--- config.mk ---
export PLATFORM = sky130hd
export DESIGN_NAME = pps_power_seq
export DESIGN_NICKNAME = d
export VERILOG_FILES = /design/src/shared/pps_pkg.sv /design/src/pps_power_seq.sv /design/src/pps_i2c_master.sv
export SDC_FILE = /design/constraint.sdc
export NUM_CORES = 1
export LEC_CHECK = 0
export BUFFER_PORTS_ARGS = -buffer_cell sky130_fd_sc_hd__buf_2
export CAP_MARGIN = 25
export CORE_ASPECT_RATIO = 1.5
export CORE_MARGIN = 1
export CORE_UTILIZATION = 35
export CTS_CLUSTER_DIAMETER = 60
export DETAILED_ROUTE_END_ITERATION = 7
export PLACE_DENSITY = 0.55
export SLEW_MARGIN = 20
export SYNTH_ARGS = -nofsm -noshare
export SYNTH_HDL_FRONTEND = slang
export SYNTH_HIERARCHICAL = 1
export SYNTH_SLANG_ARGS = --single-unit
--- constraint.sdc ---
create_clock -name mclk -period 2.35 [get_ports mclk]
set_input_delay 0.1175 -clock mclk [delete_from_list [all_inputs] [get_ports mclk]]
set_output_delay 0.1175 -clock mclk [all_outputs]
set_load 0.01 [all_outputs]
--- src/shared/pps_pkg.sv ---
// Purpose: constants and types shared by the player power sequencer files
// Assumes: mclk at 200 MHz; one clock domain
// Notes: times are kept in their own unit and turned into cycle counts here
package pps_pkg;

  // ----------------------------------------------------------------
  // clock and timing
  // ----------------------------------------------------------------
  localparam int CLK_PERIOD_NS = 5;
  // quarter of a 100 kHz two-wire bit period
  localparam int I2C_QTR_NS = 2500;
  // least time, so round up
  localparam int I2C_QTR_CYC = (I2C_QTR_NS + CLK_PERIOD_NS - 1) / CLK_PERIOD_NS;
  // supply must read good this long before reset is released
  localparam int STABLE_US = 1000;
  localparam int STABLE_CYC = (STABLE_US * 1000 + CLK_PERIOD_NS - 1) / CLK_PERIOD_NS;

  // ----------------------------------------------------------------
  // two-wire bus frame layout
  // ----------------------------------------------------------------
  localparam int BYTE_BITS = 8;
  localparam int FRAME_BYTES = 3;

  // ----------------------------------------------------------------
  // dac addressing defaults (plain values, override per board)
  // ----------------------------------------------------------------
  localparam logic [6:0] DAC_DEV_ADDR = 7'h4d;
  localparam logic [7:0] DAC_FORMAT_REG = 8'h02;
  localparam logic [7:0] DAC_GLOBAL_CFG_REG = 8'h03;
  localparam int DAC_PWR_DOWN_POS = 0;

  // ----------------------------------------------------------------
  // reset values of the sequencer outputs
  // ----------------------------------------------------------------
  localparam logic CTL_RST_N_RST = 1'b0;
  localparam logic DCDC_EN_RST = 1'b1;
  localparam logic PLAY_EN_RST = 1'b0;

  // ----------------------------------------------------------------
  // state types
  // ----------------------------------------------------------------
  typedef enum logic [2:0] {
    SEQ_HOLD, SEQ_CFG_REQ, SEQ_CFG_WAIT, SEQ_RUN,
    SEQ_DOWN_REQ, SEQ_DOWN_WAIT, SEQ_OFF
  } pps_seq_state_t;

  typedef enum logic [1:0] {
    I2C_IDLE, I2C_START, I2C_DATA, I2C_STOP
  } pps_i2c_state_t;

endpackage : pps_pkg

--- src/pps_power_seq.sv ---
// Purpose: power-up reset, dac format setup and orderly power-down
// Assumes: supply indicator and on/off switch are asynchronous pins
// Notes: the dac is reached through the local two-wire bus master below
`timescale 1ns/1ps

// Notes on behaviour
// - Sequencer drives the controller reset and holds it until supply is stable.
// - Controller and system stay in reset while the supply is not yet stable.
// - Supply-ok indicator is sampled to judge the supply above minimum and stable.
// - After power-up, write the dac serial-audio format to match the decoder.
// - Switch off or supply low disables all player operation.
// - Power-down first puts the dac in low-power mode over the bus.
// - Battery power to the converter is removed only after that write completes, except on switch off while still in hold, where no write is made.
// - Power-down starts on low supply or when the user switches off.
// - The bus master drives both the clock and data lines.
// - Each bus transfer starts through a simple request to the bus master.
// - The bus master is the only master; no arbitration or slave logic.
// - Dac low-power mode is a one written to its power-down bit.
module pps_power_seq #(
  parameter int STABLE_CYC = pps_pkg::STABLE_CYC,
  parameter int QTR_CYC = pps_pkg::I2C_QTR_CYC,
  parameter logic [6:0] DEV_ADDR = pps_pkg::DAC_DEV_ADDR,
  parameter logic [7:0] FORMAT_REG = pps_pkg::DAC_FORMAT_REG,
  parameter logic [7:0] GLOBAL_CFG_REG = pps_pkg::DAC_GLOBAL_CFG_REG,
  parameter int PWR_DOWN_POS = pps_pkg::DAC_PWR_DOWN_POS
) (
  // clock and reset
  input wire logic mclk,
  input wire logic arst_n,
  // board pins
  input wire logic onSwitch,
  input wire logic supplyOkIndicator,
  // configuration from the main control logic
  input wire logic [7:0] dacFormat,
  input wire logic [7:0] globalCfgBase,
  // controls and status towards the system
  output logic ctlRst_n,
  output logic playEnable,
  output logic dcdcEnable,
  output logic cfgDone,
  output logic cfgNack,
  output logic downNack,
  // two-wire bus pins
  input wire logic sclIn,
  output logic sclOut,
  output logic sclOe_n,
  input wire logic sdaIn,
  output logic sdaOut,
  output logic sdaOe_n
);
  import pps_pkg::*;

  localparam int CNT_W = $clog2(STABLE_CYC + 1);
  // power-down value keeps the other global bits as the system set them
  localparam logic [7:0] PWR_DOWN_MASK = 8'h01 << PWR_DOWN_POS;

  // ----------------------------------------------------------------
  // pin synchronisers
  // ----------------------------------------------------------------
  logic [1:0] onSync_r;
  logic [1:0] supSync_r;
  logic onOk;
  logic supOk;
  logic offCond;

  // two flops each; only the second stage feeds logic
  always_ff @(posedge mclk or negedge arst_n) begin
    if (!arst_n) begin
      // reads on at reset, so no false off cause before the pin is seen
      onSync_r <= 2'h3;
      supSync_r <= 2'h0;
    end else begin
      onSync_r <= {onSync_r[0], onSwitch};
      supSync_r <= {supSync_r[0], supplyOkIndicator};
    end
  end

  assign onOk = onSync_r[1];
  assign supOk = supSync_r[1];
  // either cause starts the same power-down
  assign offCond = !onOk || !supOk;

  // ----------------------------------------------------------------
  // bus master request
  // ----------------------------------------------------------------
  logic i2cReq;
  logic [7:0] i2cReg;
  logic [7:0] i2cData;
  logic i2cBusy;
  logic i2cDone;
  logic i2cNack;
  pps_seq_state_t state_r, state_nxt;

  // one request cycle per transfer; master is idle whenever we ask
  assign i2cReq = (state_r == SEQ_CFG_REQ) || (state_r == SEQ_DOWN_REQ);
  assign i2cReg = (state_r == SEQ_DOWN_REQ) ? GLOBAL_CFG_REG : FORMAT_REG;
  // setting the power-down bit puts the dac in low power
  assign i2cData = (state_r == SEQ_DOWN_REQ) ? (globalCfgBase | PWR_DOWN_MASK)
                                             : dacFormat;

  pps_i2c_master #(
    .QTR_CYC(QTR_CYC)
  ) u_i2c (
    .mclk(mclk),
    .arst_n(arst_n),
    .req(i2cReq),
    .devAddr(DEV_ADDR),
    .regAddr(i2cReg),
    .wrData(i2cData),
    .busy(i2cBusy),
    .done(i2cDone),
    .nack(i2cNack),
    .sclIn(sclIn),
    .sclOut(sclOut),
    .sclOe_n(sclOe_n),
    .sdaIn(sdaIn),
    .sdaOut(sdaOut),
    .sdaOe_n(sdaOe_n)
  );

  // ----------------------------------------------------------------
  // sequencer
  // ----------------------------------------------------------------
  logic [CNT_W-1:0] stableCnt_r, stableCnt_nxt;
  logic ctlRst_n_r, ctlRst_n_nxt;
  logic playEnable_r, playEnable_nxt;
  logic dcdcEnable_r, dcdcEnable_nxt;
  logic cfgDone_r, cfgDone_nxt;
  logic cfgNack_r, cfgNack_nxt;
  logic downNack_r, downNack_nxt;

  // next-state logic for the whole power sequence
  always_comb begin
    state_nxt = state_r;
    stableCnt_nxt = stableCnt_r;
    ctlRst_n_nxt = ctlRst_n_r;
    playEnable_nxt = playEnable_r;
    dcdcEnable_nxt = dcdcEnable_r;
    cfgDone_nxt = cfgDone_r;
    cfgNack_nxt = cfgNack_r;
    downNack_nxt = downNack_r;
    case (state_r)
      SEQ_HOLD: begin
        ctlRst_n_nxt = 1'b0;
        if (!onOk) begin
          // dac never set up yet, nothing to park on the bus
          state_nxt = SEQ_OFF;
          dcdcEnable_nxt = 1'b0;
        end else if (!supOk) begin
          stableCnt_nxt = '0;
        end else if (stableCnt_r == CNT_W'(STABLE_CYC - 1)) begin
          state_nxt = SEQ_CFG_REQ;
          ctlRst_n_nxt = 1'b1;
        end else begin
          stableCnt_nxt = stableCnt_r + 1'b1;
        end
      end
      SEQ_CFG_REQ: begin
        state_nxt = SEQ_CFG_WAIT;
      end
      SEQ_CFG_WAIT: begin
        if (i2cDone) begin
          cfgDone_nxt = 1'b1;
          cfgNack_nxt = i2cNack;
          state_nxt = offCond ? SEQ_DOWN_REQ : SEQ_RUN;
        end
      end
      SEQ_RUN: begin
        if (offCond) begin
          state_nxt = SEQ_DOWN_REQ;
        end
      end
      SEQ_DOWN_REQ: begin
        state_nxt = SEQ_DOWN_WAIT;
      end
      SEQ_DOWN_WAIT: begin
        // battery stays on until the low-power write has finished, acked or not
        if (i2cDone) begin
          downNack_nxt = i2cNack;
          dcdcEnable_nxt = 1'b0;
          state_nxt = SEQ_OFF;
        end
      end
      SEQ_OFF: begin
        ctlRst_n_nxt = 1'b0;
        // back to hold as soon as the switch reads on; supply is not checked here
        if (onOk) begin
          state_nxt = SEQ_HOLD;
          dcdcEnable_nxt = 1'b1;
          stableCnt_nxt = '0;
          cfgDone_nxt = 1'b0;
        end
      end
      default: begin
        state_nxt = SEQ_HOLD;
      end
    endcase
    // play only after setup is reported, dropped on any off cause
    playEnable_nxt = (state_nxt == SEQ_RUN) && cfgDone_nxt && !offCond;
  end

  // state registers
  always_ff @(posedge mclk or negedge arst_n) begin
    if (!arst_n) begin
      state_r <= SEQ_HOLD;
      stableCnt_r <= '0;
      ctlRst_n_r <= CTL_RST_N_RST;
      playEnable_r <= PLAY_EN_RST;
      dcdcEnable_r <= DCDC_EN_RST;
      cfgDone_r <= 1'b0;
      cfgNack_r <= 1'b0;
      downNack_r <= 1'b0;
    end else begin
      state_r <= state_nxt;
      stableCnt_r <= stableCnt_nxt;
      ctlRst_n_r <= ctlRst_n_nxt;
      playEnable_r <= playEnable_nxt;
      dcdcEnable_r <= dcdcEnable_nxt;
      cfgDone_r <= cfgDone_nxt;
      cfgNack_r <= cfgNack_nxt;
      downNack_r <= downNack_nxt;
    end
  end

  assign ctlRst_n = ctlRst_n_r;
  assign playEnable = playEnable_r;
  assign dcdcEnable = dcdcEnable_r;
  assign cfgDone = cfgDone_r;
  assign cfgNack = cfgNack_r;
  assign downNack = downNack_r;

  // ----------------------------------------------------------------
  // checks
  // ----------------------------------------------------------------
  // run of consecutive good supply samples, for the release check only
  logic [CNT_W-1:0] okRun_r;
  always_ff @(posedge mclk or negedge arst_n) begin
    if (!arst_n) begin
      okRun_r <= '0;
    end else if (!supOk) begin
      okRun_r <= '0;
    end else if (okRun_r != CNT_W'(STABLE_CYC)) begin
      okRun_r <= okRun_r + 1'b1;
    end
  end
endmodule : pps_power_seq

--- src/pps_i2c_master.sv ---
// Purpose: write-only two-wire bus master for the dac (device, register, data)
// Assumes: sole master on a local bus; open-drain scl and sda
// Notes: scl is released high and may be held low by a slave (stretching)
`timescale 1ns/1ps
module pps_i2c_master #(
  parameter int QTR_CYC = pps_pkg::I2C_QTR_CYC
) (
  // clock and reset
  input wire logic mclk,
  input wire logic arst_n,
  // request side
  input wire logic req,
  input wire logic [6:0] devAddr,
  input wire logic [7:0] regAddr,
  input wire logic [7:0] wrData,
  output logic busy,
  output logic done,
  output logic nack,
  // bus pins
  input wire logic sclIn,
  output logic sclOut,
  output logic sclOe_n,
  input wire logic sdaIn,
  output logic sdaOut,
  output logic sdaOe_n
);
  import pps_pkg::*;

  localparam int DIV_W = $clog2(QTR_CYC + 1);

  // ----------------------------------------------------------------
  // pin synchronisers
  // ----------------------------------------------------------------
  logic [1:0] sclSync_r;
  logic [1:0] sdaSync_r;
  always_ff @(posedge mclk or negedge arst_n) begin
    if (!arst_n) begin
      sclSync_r <= 2'h3;
      sdaSync_r <= 2'h3;
    end else begin
      sclSync_r <= {sclSync_r[0], sclIn};
      sdaSync_r <= {sdaSync_r[0], sdaIn};
    end
  end

  // ----------------------------------------------------------------
  // bit engine
  // ----------------------------------------------------------------
  pps_i2c_state_t state_r, state_nxt;
  logic [DIV_W-1:0] divCnt_r, divCnt_nxt;
  logic [1:0] qIdx_r, qIdx_nxt;
  logic [3:0] bitCnt_r, bitCnt_nxt;
  logic [1:0] byteCnt_r, byteCnt_nxt;
  logic [7:0] shift_r, shift_nxt;
  logic [7:0] reg_r, reg_nxt;
  logic [7:0] dat_r, dat_nxt;
  logic sclOe_n_r, sclOe_n_nxt;
  logic sdaOe_n_r, sdaOe_n_nxt;
  logic done_r, done_nxt;
  logic nack_r, nack_nxt;
  logic stall;
  logic tick;
  logic [7:0] nextByte;

  // a released scl still read low means a slave stretches the clock
  assign stall = sclOe_n_r && !sclSync_r[1];
  assign tick = (divCnt_r == DIV_W'(QTR_CYC - 1)) && !stall;
  assign nextByte = (byteCnt_r == 2'h0) ? reg_r : dat_r;

  always_comb begin
    state_nxt = state_r;
    divCnt_nxt = divCnt_r;
    qIdx_nxt = qIdx_r;
    bitCnt_nxt = bitCnt_r;
    byteCnt_nxt = byteCnt_r;
    shift_nxt = shift_r;
    reg_nxt = reg_r;
    dat_nxt = dat_r;
    sclOe_n_nxt = sclOe_n_r;
    sdaOe_n_nxt = sdaOe_n_r;
    done_nxt = 1'b0;
    nack_nxt = nack_r;
    if (state_r != I2C_IDLE && !stall) begin
      divCnt_nxt = tick ? '0 : divCnt_r + 1'b1;
    end
    if (tick) begin
      qIdx_nxt = qIdx_r + 2'h1;
    end
    case (state_r)
      I2C_IDLE: begin
        if (req) begin
          state_nxt = I2C_START;
          divCnt_nxt = '0;
          qIdx_nxt = 2'h0;
          shift_nxt = {devAddr, 1'b0};
          reg_nxt = regAddr;
          dat_nxt = wrData;
          byteCnt_nxt = 2'h0;
          bitCnt_nxt = 4'h0;
          nack_nxt = 1'b0;
        end
      end
      I2C_START: begin
        if (tick && qIdx_r == 2'h0) begin
          sdaOe_n_nxt = 1'b0; // start: sda falls while scl high
        end
        if (tick && qIdx_r == 2'h2) begin
          sclOe_n_nxt = 1'b0;
        end
        if (tick && qIdx_r == 2'h3) begin
          state_nxt = I2C_DATA;
          sdaOe_n_nxt = shift_r[7];
        end
      end
      I2C_DATA: begin
        if (tick && qIdx_r == 2'h1) begin
          sclOe_n_nxt = 1'b1;
        end
        if (tick && qIdx_r == 2'h2 && bitCnt_r == 4'h8) begin
          nack_nxt = sdaSync_r[1];
        end
        if (tick && qIdx_r == 2'h3) begin
          sclOe_n_nxt = 1'b0;
          if (bitCnt_r == 4'h8) begin
            if (nack_r || byteCnt_r == 2'(FRAME_BYTES - 1)) begin
              state_nxt = I2C_STOP;
              sdaOe_n_nxt = 1'b0;
            end else begin
              shift_nxt = nextByte;
              byteCnt_nxt = byteCnt_r + 2'h1;
              bitCnt_nxt = 4'h0;
              sdaOe_n_nxt = nextByte[7];
            end
          end else begin
            shift_nxt = {shift_r[6:0], 1'b0};
            bitCnt_nxt = bitCnt_r + 4'h1;
            // release sda for the acknowledge slot
            sdaOe_n_nxt = (bitCnt_r == 4'h7) ? 1'b1 : shift_r[6];
          end
        end
      end
      I2C_STOP: begin
        if (tick && qIdx_r == 2'h1) begin
          sclOe_n_nxt = 1'b1;
        end
        if (tick && qIdx_r == 2'h2) begin
          sdaOe_n_nxt = 1'b1; // stop: sda rises while scl high
        end
        if (tick && qIdx_r == 2'h3) begin
          state_nxt = I2C_IDLE;
          done_nxt = 1'b1;
        end
      end
      default: begin
        state_nxt = I2C_IDLE;
      end
    endcase
  end

  // no arbitration or slave logic: this is the only master on the bus
  always_ff @(posedge mclk or negedge arst_n) begin
    if (!arst_n) begin
      state_r <= I2C_IDLE;
      divCnt_r <= '0;
      qIdx_r <= 2'h0;
      bitCnt_r <= 4'h0;
      byteCnt_r <= 2'h0;
      shift_r <= 8'h00;
      reg_r <= 8'h00;
      dat_r <= 8'h00;
      sclOe_n_r <= 1'b1;
      sdaOe_n_r <= 1'b1;
      done_r <= 1'b0;
      nack_r <= 1'b0;
    end else begin
      state_r <= state_nxt;
      divCnt_r <= divCnt_nxt;
      qIdx_r <= qIdx_nxt;
      bitCnt_r <= bitCnt_nxt;
      byteCnt_r <= byteCnt_nxt;
      shift_r <= shift_nxt;
      reg_r <= reg_nxt;
      dat_r <= dat_nxt;
      sclOe_n_r <= sclOe_n_nxt;
      sdaOe_n_r <= sdaOe_n_nxt;
      done_r <= done_nxt;
      nack_r <= nack_nxt;
    end
  end

  // open drain: the driven level is always low
  assign sclOut = 1'b0;
  assign sdaOut = 1'b0;
  assign sclOe_n = sclOe_n_r;
  assign sdaOe_n = sdaOe_n_r;
  assign busy = (state_r != I2C_IDLE);
  assign done = done_r;
  assign nack = nack_r;
endmodule : pps_i2c_master

==> flow_metrics.env <==
export IMPL_outcome="completed"
export IMPL_worstSetupStartpointType="register"
export IMPL_synthTopCellsByArea="dfrtp_1, mux2_2, dfstp_2, ha_1, nand2_1"
export IMPL_worst_pin_slew_ns=0.639
export IMPL_rsz0062_at_grt="false"
export IMPL_synth_most_common_cell="dfrtp_1"
export IMPL_area_delta_synth_final_pct=18.0
export IMPL_cp_slowest_cell="or3_2"
export IMPL_fmax_ghz=0.443
export IMPL_min_period_ns=2.26
export IMPL_fin_ws_ns=0.0914
export IMPL_vias=3683
export IMPL_hold_path_startpoint="dacFormat[0]"
export IMPL_vdd_drop_max_mv=0.467
export IMPL_cts_max_level=3
export IMPL_first_pass_iters=4
export IMPL_io_buffers=28
export IMPL_cts_sinks=82
export IMPL_drv_slew=0
export IMPL_worstHoldEndpoint="u_i2c/dat_r[0]"
export IMPL_final_cells=684
export IMPL_synth_edf_count=0
export IMPL_antennaDiodeCount=0
export IMPL_synth_mux_area_frac=0.0988
export IMPL_num_rows=51
export IMPL_die_h_um=143
export IMPL_clk_pin_slew_ns=0.07
export IMPL_p_per_area_nw_per_um2=1030
export IMPL_globalplace_congestion=0.811
export IMPL_hp_class="in -> reg"
export IMPL_grt_ovfl_total=0
export IMPL_grt_pass1_vias=3668
export IMPL_synth_flop_cell="dfrtp_1"
export IMPL_post_dp_hpwl_mm=7.41
export IMPL_syn_inst=461
export IMPL_ant_nets=0
export IMPL_reg2reg_depth=5
export IMPL_fp_dieArea_um2=13700
export IMPL_post_cts_buffers=0
export IMPL_hold_viol_final=0
export IMPL_cts_tree="built"
export IMPL_clockBufferDepth=2
export IMPL_cp_end_kind="register"
export IMPL_ys_ff_latch=82
export IMPL_clock_latency_ns=0.34
export IMPL_fin_area_um2=5460
export IMPL_synthTopCellsByCount="dfrtp_1, nand2_1, nor2_1, mux2_2, nand3_1"
export IMPL_yosysTopAreaCellShare=0.395
export IMPL_avgSynthCellArea_um2=10.0
export IMPL_core_um2=13000
export IMPL_synthAdderAreaFrac=0.0379
export IMPL_start_util=0.357
export IMPL_leakage_nw=2.36
export IMPL_ys_warn_count=6
export IMPL_cts_root_buf="clkbuf_16"
export IMPL_drt_vias_per_instance=5.38
export IMPL_worstReg2RegStart="u_i2c/state_r[0]"
export IMPL_hold_slack_ns=0.0930
export IMPL_io_pins=32
export IMPL_synth_xor_area_frac=0.0133
export IMPL_critical_path_arrival_ns=2.48
export IMPL_place_inst=663
export IMPL_synth_top_family_by_area="simple AND/OR/NAND/NOR gates"
export IMPL_max_slew_margin_rel=0.571
export IMPL_skew_ns=0.0123
export IMPL_ys_types=74
export IMPL_drcViolationCount=0
export IMPL_antenna_found_initial=0
export IMPL_grt_pass1_wl_mm=17.5
export IMPL_path_class="reg -> reg"
export IMPL_synth_top_area_cell="dfrtp_1"
export IMPL_synthArstFlopShare=1.00
export IMPL_total_power_mw=5.64
export IMPL_critPathRequiredTime_ns=2.57
export IMPL_drtIter0Drc=124
export IMPL_multi_input_area_um2=2400
export IMPL_yosysSeqAreaShare=0.446
export IMPL_netlist_area_um2=4620
export IMPL_setup_viol=0
export IMPL_synth_compound_area_frac=0.158
export IMPL_drive_above_1_share=0.229
export IMPL_dp_slack_ns=0.109
export IMPL_fillers=1259
export IMPL_cts_buffers=9
export IMPL_r2r_slack_ns=0.09
export IMPL_regArea_um2=2060
export IMPL_post_route_period_util=0.961
export IMPL_synth_simple_area_share=0.198
export IMPL_path_cells="inv_1, ha_1, or3_2, a222oi_1, mux2_1"
export IMPL_cp_max_fo=7
export IMPL_timing_setup_tns_ns=0
export IMPL_maxCapViolCount=0
export IMPL_routed_wl_mm=10.3
export IMPL_max_stage_delay_ns=0.55
export IMPL_grtUsageTotal=0.165
export IMPL_final_nets=556
export IMPL_die_w_um=95.8
export IMPL_hold_depth=3
export IMPL_rr_endpoint="u_i2c/state_r[1]"
export IMPL_utilization=0.421
export IMPL_post_dp_cell_area_um2=5070
export IMPL_wire_per_inst_um=15.1
export IMPL_grt_max_degree=47
[cell families (layout without fill, tap and decap cells)]
family,count (synthesis),after routing
mux,41,41
xor+xnor,7,7
buf+inv,45,96
flops,82,82
other cells,3,16
compound gates,105,105
fa+ha+maj,14,14
simple gates,164,164
[cell type report]
type	count	share of cell area
inverter	23	0.0158
clock inverter	5	0.0190
sequential	82	0.378
tap	159	0.0365
multi-input combinational	347	0.440
clock buffer	11	0.0427
timing repair buffer	57	0.0683
[registers in the layout, indices dropped and copies added (netlist names), 3 cells and up]
signal	flops
stableCnt_r	18
u_i2c/divCnt_r	9
u_i2c/dat_r	8
u_i2c/reg_r	8
u_i2c/shift_r	8
u_i2c/bitCnt_r	4
state_r	3
[report_power, final]
part | internal, mW | switching (mW) | leakage [nW]
clock | 1.04 | 0.565 | 0.164
sequential | 1.77 | 0.234 | 1.04
combinational | 0.948 | 1.09 | 1.16
total | 3.75 | 1.88 | 2.36
[cells in the final DEF, fill, tap and decap left out, drive strengths merged, types with 5 or more instances in the layout]
master       synthesis  layout
nand3               23      23
dlygate4sd3          0       5
or3                  7       7
nor2                31      31
clkbuf              15      11
a21oi               21      21
mux2                37      37
nand4               14      14
a22o                 5       5
ha                  14      14
inv                 22      22
and3                 7       7
dfstp                9       9
a31oi               10      10
conb                 3      16
buf                  7      52
nor4                 5       5
o31ai                9       9
nand2               37      37
a211oi               9       9
dfrtp               73      73
nor3                 6       6
o21ai               20      20
nor2b               12      12
[what timing repair did]
item	4_1_cts	5_1_grt
setup endpoints to repair	0	1
hold buffers	5	0
endpoints found under the hold margin	46	0
gates resized for setup	0	1
[worst max path at each step]
stage | to | slack [ns] | depth (start not counted) | start
final | u_i2c/state_r[1] | 0.09 | 5 | u_i2c/state_r[0]
after global routing | u_i2c/state_r[1] | 0.00007 | 5 | u_i2c/state_r[0]
after CTS | u_i2c/state_r[1] | 0.1 | 5 | u_i2c/state_r[0]
after detailed placement | u_i2c/state_r[1] | 0.11 | 5 | u_i2c/state_r[0]
after global placement | stableCnt_r[12] | 0.15 | 5 | stableCnt_r[15]
after floorplan | u_i2c/shift_r[0] | 0.12 | 8 | state_r[2]
[per-layer routing]
metal	vias to the layer above	share of wire	GRT usage
li1	1794	-	-
met1	1797	0.43	0.191
met2	75	0.52	0.292
met3	17	0.026	0.0277
met4	0	0.023	0.0738
met5	-	0	0
[critical path, delay by kind of cell, from the launching register on]
family	cells	cell delay, ns
compound gates	1	0.45
fa+ha+maj	1	0.28
buf+inv	1	0.08
flops	1	0.41
mux	1	0.38
simple gates	1	0.55
Note: power is estimated with default switching activity, not from simulation.
